--- config.mk ---
export PLATFORM = sky130hd
export DESIGN_NAME = sar_conversion_control
export DESIGN_NICKNAME = d
export VERILOG_FILES = /design/src/include/conv_ctrl_pkg.sv /design/src/core/rise_detect.sv /design/src/core/sar_conversion_control.sv
export SDC_FILE = /design/constraint.sdc
export NUM_CORES = 1
export LEC_CHECK = 0
export ABC_CLOCK_PERIOD_IN_PS = 2100
export BUFFER_PORTS_ARGS = -buffer_cell sky130_fd_sc_hd__buf_2
export CAP_MARGIN = 20
export CORE_MARGIN = 2
export CORE_UTILIZATION = 28
export DETAILED_ROUTE_END_ITERATION = 8
export PLACE_DENSITY = 0.6
export SYNTH_ARGS = -nofsm -noshare
export SYNTH_HDL_FRONTEND = slang
export SYNTH_SLANG_ARGS = --single-unit
export TNS_END_PERCENT = 100
--- constraint.sdc ---
create_clock -name clk -period 2.1 [get_ports clk]
set_input_delay 0.42 -clock clk [delete_from_list [all_inputs] [get_ports clk]]
set_output_delay 0.42 -clock clk [all_outputs]
set_load 0.05 [all_outputs]
--- src/include/conv_ctrl_pkg.sv ---
// Constants shared by the conversion sequencer, its core model, checker and bench.
// Assumes a single 10 MHz clock domain.
package conv_ctrl_pkg;
   localparam int  CLK_PERIOD_NS     = 100;
   localparam int  CONV_MAX_NS       = 1500;   // Longest conversion time
   localparam int  CONV_CYCLES       = CONV_MAX_NS / CLK_PERIOD_NS;
   localparam int  REINIT_US         = 200;    // Re-initialization after power-on reset
   localparam int  REINIT_CYCLES     = (REINIT_US * 1000 + CLK_PERIOD_NS - 1) / CLK_PERIOD_NS;
   localparam int  RESULT_WIDTH      = 18;
   localparam logic [17:0] RESULT_RESET = 18'h00000;
   typedef enum logic [1:0] {ST_REINIT, ST_NAP, ST_CONVERT} conv_state_t;
endpackage

--- src/core/rise_detect.sv ---
// Rising-edge detector for a synchronous strobe.
// Assumes the input is already synchronous to clk.
`timescale 1ns/1ps
module rise_detect (
   // Clock and reset
   input  wire logic clk,
   input  wire logic rst_n,
   // Strobe
   input  wire logic level_in,
   output wire logic rise
);
   logic last_reg;

   // Reset value high so a strobe held high through reset is not a start
   always_ff @(posedge clk) begin
      if (!rst_n) begin
         last_reg <= 1'b1;
      end else begin
         last_reg <= level_in;
      end
   end

   assign rise = level_in & ~last_reg;
endmodule

--- src/core/sar_conversion_control.sv ---
// Conversion sequencer for an 18-bit successive-approximation converter.
// Assumes convert_strobe is synchronous to clk and that supply_ok comes
// from an external supply monitor (low below 2 V).
//
// What this block does and what it expects of the host
// (RQ1) Strobe rising edge powers up and starts conversion
// (RQ2) Running conversion is never restarted
// (RQ3) Busy stays high for the whole conversion
// (RQ4) Host keeps extra strobe edges early or late
// (RQ5) Core powers down after conversion ends
// (RQ6) Power-on reset at power-up and low supply
// (RQ7) Supply return re-initializes the converter
// (RQ8) Host waits 200 us after power-on reset
// (RQ9) Early conversions are flagged invalid
// (RQ10) Conversion completes within 1.5 us
// (RQ11) Strobe edges while busy are ignored
`timescale 1ns/1ps
module sar_conversion_control
   import conv_ctrl_pkg::*;
#(
   parameter int REINIT_COUNT = REINIT_CYCLES,
   parameter int CONV_COUNT   = CONV_CYCLES
) (
   // Clock and reset
   input  wire logic                    clk,
   input  wire logic                    rst_n,
   // Supply monitor
   input  wire logic                    supply_ok,
   // Host conversion control
   input  wire logic                    convert_strobe,
   output wire logic                    busy,
   // Analog core control
   output wire logic                    core_power,
   output wire logic                    core_sample,
   input  wire logic [RESULT_WIDTH-1:0] core_result,
   // Conversion result and re-initialization status
   output logic      [RESULT_WIDTH-1:0] result,
   output logic                         result_valid,
   output logic                         result_strobe,
   output wire logic                    reinit_active
);
   localparam int CW = $clog2(REINIT_COUNT + CONV_COUNT + 1);

   // Counts below one would leave the end-of-phase compare unreachable
   if (CONV_COUNT < 1 || REINIT_COUNT < 1) begin : g_bad_count
      $error("sar_conversion_control: counts must be at least one");
   end

   // Converting decode is shared by busy, core power and the start gate
   function automatic logic is_converting(input conv_state_t st);
      is_converting = (st == ST_CONVERT);
   endfunction

   conv_state_t    state_reg;
   conv_state_t    state_next;
   logic [CW-1:0]  count_reg;
   logic [CW-1:0]  count_next;
   logic           early_reg;
   logic           early_next;
   logic           por_done_reg;

   wire            strobe_rise;
   wire            start;
   wire            conv_end;
   wire            reinit_end;

   rise_detect edge_u (
      .clk      (clk),
      .rst_n    (rst_n),
      .level_in (convert_strobe),
      .rise     (strobe_rise)
   );

   // Edges in convert state are masked here and never reach the case as a start
   assign start      = strobe_rise && !is_converting(state_reg);           // RQ2
   assign conv_end   = (state_reg == ST_CONVERT) && (count_reg == CW'(CONV_COUNT - 1)); // RQ10
   assign reinit_end = (state_reg == ST_REINIT) && (count_reg == CW'(REINIT_COUNT - 1));

   assign busy          = is_converting(state_reg);                        // RQ3
   assign core_power    = is_converting(state_reg);                        // RQ5
   assign core_sample   = start;                                           // RQ1
   assign reinit_active = (state_reg == ST_REINIT);

   always_comb begin
      state_next = state_reg;
      count_next = count_reg;
      early_next = early_reg;
      case (state_reg)
         ST_REINIT: begin
            count_next = count_reg + CW'(1);
            if (start) begin
               // A start during re-initialization still runs, marked bad
               state_next = ST_CONVERT;                                    // RQ9
               count_next = '0;
               early_next = 1'b1;
            end else if (reinit_end) begin
               state_next = ST_NAP;
               count_next = '0;
            end
         end
         ST_NAP: begin
            if (start) begin
               state_next = ST_CONVERT;                                    // RQ1
               count_next = '0;
               early_next = 1'b0;
            end
         end
         ST_CONVERT: begin
            count_next = count_reg + CW'(1);                               // RQ11
            if (conv_end) begin
               // An aborted re-initialization restarts after the conversion
               state_next = early_reg ? ST_REINIT : ST_NAP;                // RQ5
               count_next = '0;
            end
         end
         default: begin
            state_next = ST_REINIT;
            count_next = '0;
         end
      endcase
      // Supply drop forces re-initialization, overriding all else
      if (!supply_ok) begin                                                // RQ6
         state_next = ST_REINIT;
         count_next = '0;
         early_next = 1'b0;
      end
   end

   // Power-on reset is modelled by rst_n plus the supply monitor
   always_ff @(posedge clk) begin
      if (!rst_n) begin
         state_reg    <= ST_REINIT;                                        // RQ6
         count_reg    <= '0;
         early_reg    <= 1'b0;
         por_done_reg <= 1'b0;
      end else begin
         state_reg    <= state_next;                                       // RQ7
         count_reg    <= count_next;
         early_reg    <= early_next;
         por_done_reg <= supply_ok && (por_done_reg || reinit_end);
      end
   end

   // Result registered at end of conversion; valid only after full init
   always_ff @(posedge clk) begin
      if (!rst_n) begin
         result        <= RESULT_RESET;
         result_valid  <= 1'b0;
         result_strobe <= 1'b0;
      end else begin
         result_strobe <= conv_end && supply_ok;
         if (!supply_ok) begin
            result_valid <= 1'b0;
         end else if (conv_end) begin
            result       <= core_result;
            result_valid <= ~early_reg && por_done_reg;                    // RQ9
         end
      end
   end
endmodule

# Word-level counts from Yosys, hierarchy flattened
# Cells that the tools add are included.
[classes]
addsub = 1
n_eq_ne = 8
mux = 14
bitwise_logic = 3
reduce_logical = 14
[op_table]
columns = ["op", "n"]
rows = [
  ["two-way mux 11 bit", 4],
  ["case mux 11 bit (3 select lines)", 1],
  ["adder 11 x 1 -> 11 bit (second input constant)", 1],
  ["equality test 11 bit (second input constant)", 1],
  ["equality test 11 x 4 -> 1 bit (second input constant)", 1],
  ["two-way mux 2 bit", 4],
  ["logical AND 1 bit", 6],
  ["case mux 2 bit (3 select lines)", 1],
  ["AND reduction 3 bit", 2],
  ["!= test 2 bit (second input constant)", 2],
  ["AND reduction 2 bit", 2],
  ["two-way mux 1 bit", 3],
  ["!= test 3 x 2 -> 1 bit (second input constant)", 1],
  ["equality test 2 x 1 -> 1 bit (second input constant)", 1],
  ["equality test 2 bit (second input constant)", 1],
  ["zero test 2 bit", 1],
  ["!= test 2 x 1 -> 1 bit (second input constant)", 1],
  ["inverter 1 bit", 2],
  ["case mux 1 bit (2 select lines)", 1],
  ["nonzero test 2 bit", 1],
  ["bitwise AND 1 bit", 1],
  ["zero test 1 bit", 1],
  ["logical OR 1 bit", 1],
]
[word_totals]
regBits = 36
inputBits = 22
output_inout_bits = 24
word_cells = 48

# Longest topological paths before layout
# Gate-level depths: netlist of run 1.
[depth]
depth_word = 5
mapped_depth = 9

# By module
# Synthesis of run 1 repeated with hierarchy kept, for this count alone.
[hier_totals]
hier_cells = 167
hier_area_um2 = 1584.0
[by_module_without_submodules]
columns = ["mod", "n_inst", "cells_each", "area_each_um2"]
rows = [
  ["sar_conversion_control", 1, 164, 1544.0],
  ["rise_detect", 1, 3, 40.0],
]

# Worst setup path before layout of run 1
# Ideal clock, no wire load.
[synth_path]
path_type = "register to output"
startpoint = "register state_reg[0]"
endpoint = "output core_sample"
t_arrival_ns = 1.532
required_ns = 1.680
setup_slack_ns = 0.148
stages_incl_launch_ff = 5
n_path_buf = 1
cell_sequence = "dfxtp_1 > buf_6 > nand2b_1 > inv_1 > nor2_1"
[synth_between]
elab_chain_cells = 3
[synth_rtl]
columns = ["element", "line", "text"]
rows = [
  ["start, declared", "sar_conversion_control.sv:54", "conv_state_t state_reg;"],
  ["start signal, assigned", "sar_conversion_control.sv:137", "state_reg <= state_next;"],
  ["equality test 2 bit", "--", ""],
  ["net busy", "sar_conversion_control.sv:31", "output wire logic busy,"],
  ["zero test 1 bit", "sar_conversion_control.sv:75", "assign start = strobe_rise && !is_converting(state_reg);"],
  ["logical AND 1 bit", "sar_conversion_control.sv:75", ""],
  ["end, declared", "sar_conversion_control.sv:34", "output wire logic core_sample,"],
]
# The timed path passes the listed nets, and every way through them passes these cells.

# Worst setup path in the final report of run 1
[layout_path]
startpoint = "register count_reg[4]"
endpoint = "register result[14]"
[layout_between]
elab_chain_cells = 3
[layout_rtl]
columns = ["element", "line", "text"]
rows = [
  ["start, declared", "sar_conversion_control.sv:56", "logic [CW-1:0] count_reg;"],
  ["start signal, assigned", "sar_conversion_control.sv:138", "count_reg <= count_next;"],
  ["equality test 11 x 4 -> 1 bit", "sar_conversion_control.sv:76", "assign conv_end = (state_reg == ST_CONVERT) && (count_reg == CW'(CONV_COUNT - 1));"],
  ["logical AND 1 bit", "sar_conversion_control.sv:76", ""],
  ["AND reduction 2 bit (no source line)", "--", ""],
  ["end signal, assigned", "sar_conversion_control.sv:155", "result <= core_result;"],
  ["end, declared", "sar_conversion_control.sv:37", "output logic [RESULT_WIDTH-1:0] result,"],
]
# No other way between the ends.
# A chain may end at the register's enable or synchronous reset.

==> results of run 1 <==
==> metrics by stage <==
stage                     util, %  worst slack [ns]  hold WS, ns  cells  power, µW
after floorplan                 -             0.148        0.440    176        750
after global placement       35.3             0.162        0.450    292        781
after detailed placement     35.3             0.129        0.450    292        781
after CTS                    38.2             0.160        0.334    300       1630
after global routing         38.4            0.0275        0.350    300       1670
final                        38.4             0.179        0.343    300       1610
==> routing by layer <==
metal / vias to the layer above / track usage (%) / wire length [µm]
met5: - / 0 / 0
met4: 0 / 3.73 / 21
met3: 4 / 3.33 / 206
met2: 36 / 17.9 / 1550
met1: 636 / 14.8 / 1740
li1: 717 / - / -
==> worst reg2reg max path: stages, from the launching register on <==
cell	delay [ns]
dfxtp_1	0.32
buf_4	0.15
nor4_1	0.42
and4_1	0.33
nand3_1	0.14
buf_12	0.19
mux2i_1	0.19
nor2b_1	0.06
==> cell type report <==
class | count | area [µm²] | area share, %
multi-input cells | 124 | 856 | 39.7
flip-flops and latches | 36 | 721 | 33.5
clock inverters | 3 | 90.1 | 4.18
well taps | 72 | 90.1 | 4.18
repair buffers | 54 | 305 | 14.2
clock buffers | 5 | 68.8 | 3.20
inverters | 6 | 22.5 | 1.05
==> cells by family after synthesis <==
kind of cell | count (synthesis) | synth area share [%]
buffers and inverters | 16 | 5.52
and+or+nand+nor | 77 | 26.4
AOI/OAI and AO/OA | 23 | 9.83
DFF | 36 | 43.6
xor gates and xnor gates | 2 | 1.06
adders and majority gates | 2 | 1.51
muxes | 20 | 12.1
==> where the power goes <==
part           switching [µW]  internal, µW  total [µW]
combinational            38.6          37.0        75.6
clock                     252           594         846
sequential               4.26           686         690
==> placed cells by master, fill, tap and decap left out, drive strengths merged, types with 2 or more instances in the layout <==
master	netlist	routed
a21oi	6	6
a22o	2	2
a31oi	3	3
a41oi	3	3
and3	5	5
buf	6	54
bufinv	0	3
clkbuf	4	5
dfxtp	36	36
ha	2	2
inv	6	6
mux2i	20	20
nand2	11	11
nand2b	4	4
nand3	6	6
nand4	2	2
nor2	14	14
nor2b	19	19
nor3	4	4
nor4b	2	2
o21ai	3	3
or3	2	2
or4	2	2
==> worst max-delay path by stage <==
| stage | startpoint | end | slack (ns) | cells past startpoint |
|---|---|---|---|---|
| after floorplan | state_reg[0]$_SDFFE_PN0P_ | core_sample | 0.15 | 4 |
| after global placement | convert_strobe | count_reg[9]$_SDFFE_PN0P_ | 0.16 | 7 |
| after detailed placement | convert_strobe | count_reg[9]$_SDFFE_PN0P_ | 0.13 | 7 |
| after CTS | count_reg[1]$_SDFFE_PN0P_ | result[14]$_SDFFE_PN0P_ | 0.16 | 7 |
| after global routing | count_reg[4]$_SDFFE_PN0P_ | result[17]$_SDFFE_PN0P_ | 0.03 | 7 |
| final | count_reg[4]$_SDFFE_PN0P_ | result[14]$_SDFFE_PN0P_ | 0.18 | 7 |
==> out/metrics.cfg, run 1 <==
[layout]
antennaDiodeCount = 0
drive_gt1_share_pct = 29.4
finalNetCount = 251
largest_register_ff_count = 18
design_area_um2 = 2150
area_growth_pct = 30.2
fill_cells = 596

[critical_path]
crit_required_ns = 2.28
crit_path_max_fanout = 18
reg2reg_depth = 7
rr_startpoint = count_reg[4]$_SDFFE_PN0P_
critical_path_class = reg -> reg
r2r_slack_ns = 0.18
crit_path_cell_trace = buf_4 > nor4_1 > and4_1 > nand3_1 > buf_12 > mux2i_1 > nor2b_1
cp-start-kind = register
crit_path_end_kind = register
worstPathArrival_ns = 2.10
cp_top_family = simple AND/OR/NAND/NOR gates
r2r-end = result[14]$_SDFFE_PN0P_
critPathMaxStageDelay_ns = 0.42
crit_slowest_cell = nor4_1
path_buf_inv = 2

[grt]
grt_max_degree = 21
grt_antenna_before_repair = 0
grt_pass1_vias = 1313
grt_overflow = 0
grt_use_total_pct = 11.3
grt_pass1_wl_mm = 5.91

[pwr]
peakVddDrop_uv = 383
power_density_nw_per_um2 = 749
leakage_uw = 0.00103

[routing]
drtIter0Drc = 49
drcViolationCount = 0
wl_mm = 3.51
vias = 1393
first_pass_iters = 4
ant_nets = 0
avgViaCountPerCell = 4.64
wl_per_cell_um = 11.7

[clocking]
cts_resized = 0
cts_buffers = 5
cts.hold.buffers_added = 0
clk_latency_ns = 0.29
cts.sinks = 36
h-tree-depth = 2
clkSlewWorstSetupHoldPaths_ns = 0.08
cts_setup_buffers = 0
cts_root_buf = clkbuf_8
clk_path_buf_depth = 2
cts_tree = built

[floorplan]
io_pins = 46
core_um2 = 5610
initial_utilization_pct = 29.5
std_cell_rows = 27
die-area_um2 = 6540
die_w_um = 80.9
die_y_um = 80.9

[logic_synthesis]
synth.distinct_cells = 41
synth_edf_count = 0
synth_area_leaders = dfxtp_1 (44%), mux2i_1 (12%), nor2b_1 (7.2%), nor2_1 (3.2%), nand2_1 (2.5%)
syn_avg_cell_area_um2 = 9.40
synth_top_area_share_pct = 43.6
synth_most_common_cell = dfxtp_1
synth_seq_cells = 36
synthTopCellsByCount = dfxtp_1 (36), mux2i_1 (20), nor2b_1 (19), nor2_1 (14), nand2_1 (11)
synth_top_area_cell = dfxtp_1
yosys_warnings = 0
ys_seq_area_share_pct = 43.6
syn_nets = 200
synth_cells = 176
ys.flop_type = dfxtp_1
synth_area_um2 = 1650
synthArstFlopShare_pct = 0

[timing]
maxSlewHeadroom_pct = 68.0
rsz0062_at_grt = false
drv_slew = 0
fin_worst_skew_ns = 0.0118
finalCriticalPeriod_ns = 1.92
worst_slew_pin_slew_ns = 0.477
clock.fmax_mhz = 520
hold_viol_final = 0
setup_viol = 0
finalSetupTns_ns = 0
post-route-period-util_pct = 91.5

[worst_hold_path]
hold_class = in -> reg
hold_path_depth = 2
min_to = edge_u.last_reg$_SDFF_PN1_
min_from = convert_strobe

[place]
io_buffers = 45
gp_congestion = 0.831
dpl.hpwl_mm = 2.60
dpl-instance-area_um2 = 1980

[status]
outcome = finished clean

[flow_run]
maxCapViolCount = 0

Power figures use the tool's default switching activity.
==> run 2, diff against run 1 <==
--- a/config.mk
+++ b/config.mk
@@ -5,13 +5,14 @@
 export SDC_FILE = /design/constraint.sdc
 export NUM_CORES = 1
 export LEC_CHECK = 0
-export ABC_CLOCK_PERIOD_IN_PS = 2100
+export ABC_CLOCK_PERIOD_IN_PS = 2000
 export BUFFER_PORTS_ARGS = -buffer_cell sky130_fd_sc_hd__buf_2
 export CAP_MARGIN = 20
 export CORE_MARGIN = 2
 export CORE_UTILIZATION = 28
 export DETAILED_ROUTE_END_ITERATION = 8
 export PLACE_DENSITY = 0.6
+export RECOVER_POWER = 25
 export SYNTH_ARGS = -nofsm -noshare
 export SYNTH_HDL_FRONTEND = slang
 export SYNTH_SLANG_ARGS = --single-unit
==> constraint.sdc (replaced) <==
create_clock -name clk -period 2 [get_ports clk]
set_input_delay 0.4 -clock clk [delete_from_list [all_inputs] [get_ports clk]]
set_output_delay 0.4 -clock clk [all_outputs]
set_load 0.05 [all_outputs]
==> run 2 against run 1 <==
Combinational power is 11% higher. Power is 12% lower. Design area is 2.6% lower. Worst setup slack worse by 0.038 ns. Worst hold slack worse by 0.019 ns. Via count hardly changed. First-iteration DRC count is 2.0% lower. Die area stayed put. Critical path type unchanged. Largest cell class unchanged. Largest power group is now sequential cells. Highest routed layer unchanged.
==> out/metrics.cfg, run 2 (synthesis gave the netlist of run 1 again) <==
[clocking]
clk_latency_ns = 0.28  ; was 0.29 ns
cts.sinks = 36  ; unchanged
cts_buffers = 5  ; unchanged
h-tree-depth = 2  ; unchanged
cts_tree = built  ; unchanged
cts.hold.buffers_added = 0  ; unchanged
cts_root_buf = clkbuf_8  ; unchanged
clkSlewWorstSetupHoldPaths_ns = 0.07  ; was 0.08 ns
clk_path_buf_depth = 2  ; unchanged

[grt]
grt_overflow = 0  ; unchanged
grt_antenna_before_repair = 0  ; unchanged
grt_pass1_wl_mm = 5.77  ; was 5.91 mm
grt_use_total_pct = 11.2  ; was 11.3%
grt_max_degree = 21  ; unchanged
grt_pass1_vias = 1282  ; was 1313

[floorplan]
std_cell_rows = 27  ; unchanged
die_y_um = 80.9  ; unchanged
core_um2 = 5610  ; unchanged
initial_utilization_pct = 29.5  ; unchanged
io_pins = 46  ; unchanged
die_w_um = 80.9  ; unchanged
die-area_um2 = 6540  ; unchanged

[layout]
finalNetCount = 253  ; was 251
final_core_util_pct = 37.4  ; was 38.4%
fill_cells = 605  ; was 596
drive_gt1_share_pct = 23.9  ; was 29.4%
instances_no_fill = 302  ; was 300
final_common_cell = dfxtp_1  ; was buf_2
layout_common_cells = dfxtp_1 (36), buf_2 (33), mux2i_1 (20)  ; was buf_2 (45), dfxtp_1 (36), mux2i_1 (20)
area_growth_pct = 26.8  ; was 30.2%
largest_register_ff_count = 18  ; unchanged
register_area_um2 = 721  ; unchanged
multiInputGateArea_um2 = 855  ; was 856 µm²
antennaDiodeCount = 0  ; unchanged

[routing]
route.met2.wl_mm = 1.55  ; about the same
wl_met3_um = 221  ; was 206 µm
ant_nets = 0  ; unchanged
first_pass_iters = 4  ; unchanged
wl_met1_mm = 1.72  ; was 1.74 mm
drtIter0Drc = 48  ; was 49
highest_layer = met4  ; unchanged
wl_per_cell_um = 11.6  ; was 11.7 µm
avgViaCountPerCell = 4.62  ; was 4.64
drcViolationCount = 0  ; unchanged
wl_mm = 3.51  ; about the same
vias = 1394  ; was 1393

[status]
outcome = finished clean  ; unchanged

[place]
place_ws_ns = 0.0953  ; was 0.129 ns
placed_cells = 294  ; was 292
dpl.hpwl_mm = 2.63  ; was 2.60 mm
io_buffers = 45  ; unchanged
gp_congestion = 0.793  ; was 0.831

[flow_run]
maxCapViolCount = 0  ; unchanged

[pwr]
leakage_uw = 0.000965  ; was 0.00103 µW
power_switching_uw = 287  ; was 295 µW
power_uw = 1420  ; was 1610 µW
intPower_uw = 1130  ; was 1320 µW
p_sw_share_pct = 20.2  ; was 18.3%
pwr-share-comb_pct = 5.9  ; was 4.7%
power_density_nw_per_um2 = 677  ; was 749 nW/µm²
seqPwrFrac_pct = 51.0  ; was 42.8%
peakVddDrop_uv = 302  ; was 383 µV
clockPowerShare_pct = 43.1  ; was 52.5%

[critical_path]
crit_path_end_kind = register  ; unchanged
cp-start-kind = register  ; unchanged
rr_startpoint = state_reg[0]$_SDFFE_PN0P_  ; was count_reg[4]$_SDFFE_PN0P_
worstPathArrival_ns = 2.02  ; was 2.10 ns
r2r-end = count_reg[9]$_SDFFE_PN0P_  ; was result[14]$_SDFFE_PN0P_
crit_required_ns = 2.16  ; was 2.28 ns
r2r_slack_ns = 0.14  ; was 0.18 ns
critical_path_class = reg -> reg  ; unchanged
crit_path_max_fanout = 12  ; was 18
setup.worst_path.start = state_reg[0]$_SDFFE_PN0P_  ; was count_reg[4]$_SDFFE_PN0P_
reg2reg_depth = 6  ; was 7

[timing]
post-route-period-util_pct = 93.0  ; was 91.5%
rsz0062_at_grt = false  ; unchanged
clock.fmax_mhz = 538  ; was 520 MHz
drv_slew = 0  ; unchanged
finalSetupTns_ns = 0  ; unchanged
hold_viol_final = 0  ; unchanged
maxSlewHeadroom_pct = 54.6  ; was 68.0%
setup_viol = 0  ; unchanged
finalCriticalPeriod_ns = 1.86  ; was 1.92 ns
fin_worst_skew_ns = 0.00638  ; was 0.0118 ns
fin_ws_ns = 0.140  ; was 0.179 ns
worst_slew_pin_slew_ns = 0.681  ; was 0.477 ns

[worst_hold_path]
hold_path_depth = 2  ; unchanged
min_from = convert_strobe  ; unchanged
hold_class = in -> reg  ; unchanged
min_to = edge_u.last_reg$_SDFF_PN1_  ; unchanged

-- run 2: changes by cell type in the layout (fill, tap and decap cells not counted), sizes merged --
cell and change:
buf -11, bufinv -2, clkbuf +14, clkinv +1
-- run 2: routing by layer --
| layer | track usage [%] | up-vias |
|---|---|---|
| met5 | 0 | - |
| met1 | 14.7 | 634 |
| met3 | 3.78 | 5 |
| met2 | 17.2 | 35 |
| met4 | 4.07 | 0 |
| li1 | - | 720 |
-- run 2: how the worst max path moves through the flow --
stage | end | slack [ns] | cells after the start
2_1_floorplan | core_sample | 0.07 | 4
3_3_place_gp | count_reg[6]$_SDFFE_PN0P_ | 0.09 | 6
3_5_place_dp | count_reg[9]$_SDFFE_PN0P_ | 0.1 | 6
4_1_cts | count_reg[9]$_SDFFE_PN0P_ | 0.09 | 6
5_1_grt | core_sample | 0.001 | 4
6_report | count_reg[9]$_SDFFE_PN0P_ | 0.14 | 6
-- run 2: area by class of cell --
cell class	instances	area share, %
Clock buffer	6	3.46
Clock inverter	2	1.67
Multi-Input combinational cell	124	40.8
Tap cell	72	4.30
Timing Repair Buffer	56	14.4
Sequential cell	36	34.4
Inverter	6	1.07
-- run 2: metrics by stage --
step	area [µm²]	hold WS (ns)
final	2100	0.323
after global routing	2100	0.332
after CTS	2100	0.315
after detailed placement	2000	0.449
after global placement	2000	0.451
after floorplan	1650	0.440
-- run 2: what timing repair did --
| action | 4_1_cts | 5_1_grt |
|---|---|---|
| endpoints found under the setup margin | 0 | 21 |
| setup buffers | 0 | 0 |
| resized for setup | 0 | 2 |
-- run 2: critical path: stages (launching register included) --
cell and delay, ns:
dfxtp_1 0.39, or4_4 0.57, nor3_4 0.22, o2bb2ai_2 0.10, buf_4 0.18, a41oi_1 0.21, a31oi_1 0.06
-- run 2: power by group through the flow --
| stage | Sequential, µW | Combinational (µW) | Clock (µW) |
|---|---|---|---|
| 4_1_cts | 724 | 85.2 | 633 |
| 6_report | 724 | 83.7 | 611 |
| 3_3_place_gp | 740 | 85.7 | 0 |
| 2_1_floorplan | 740 | 47.6 | 0 |
| 5_1_grt | 724 | 92.7 | 659 |
| 3_5_place_dp | 740 | 84.5 | 0 |
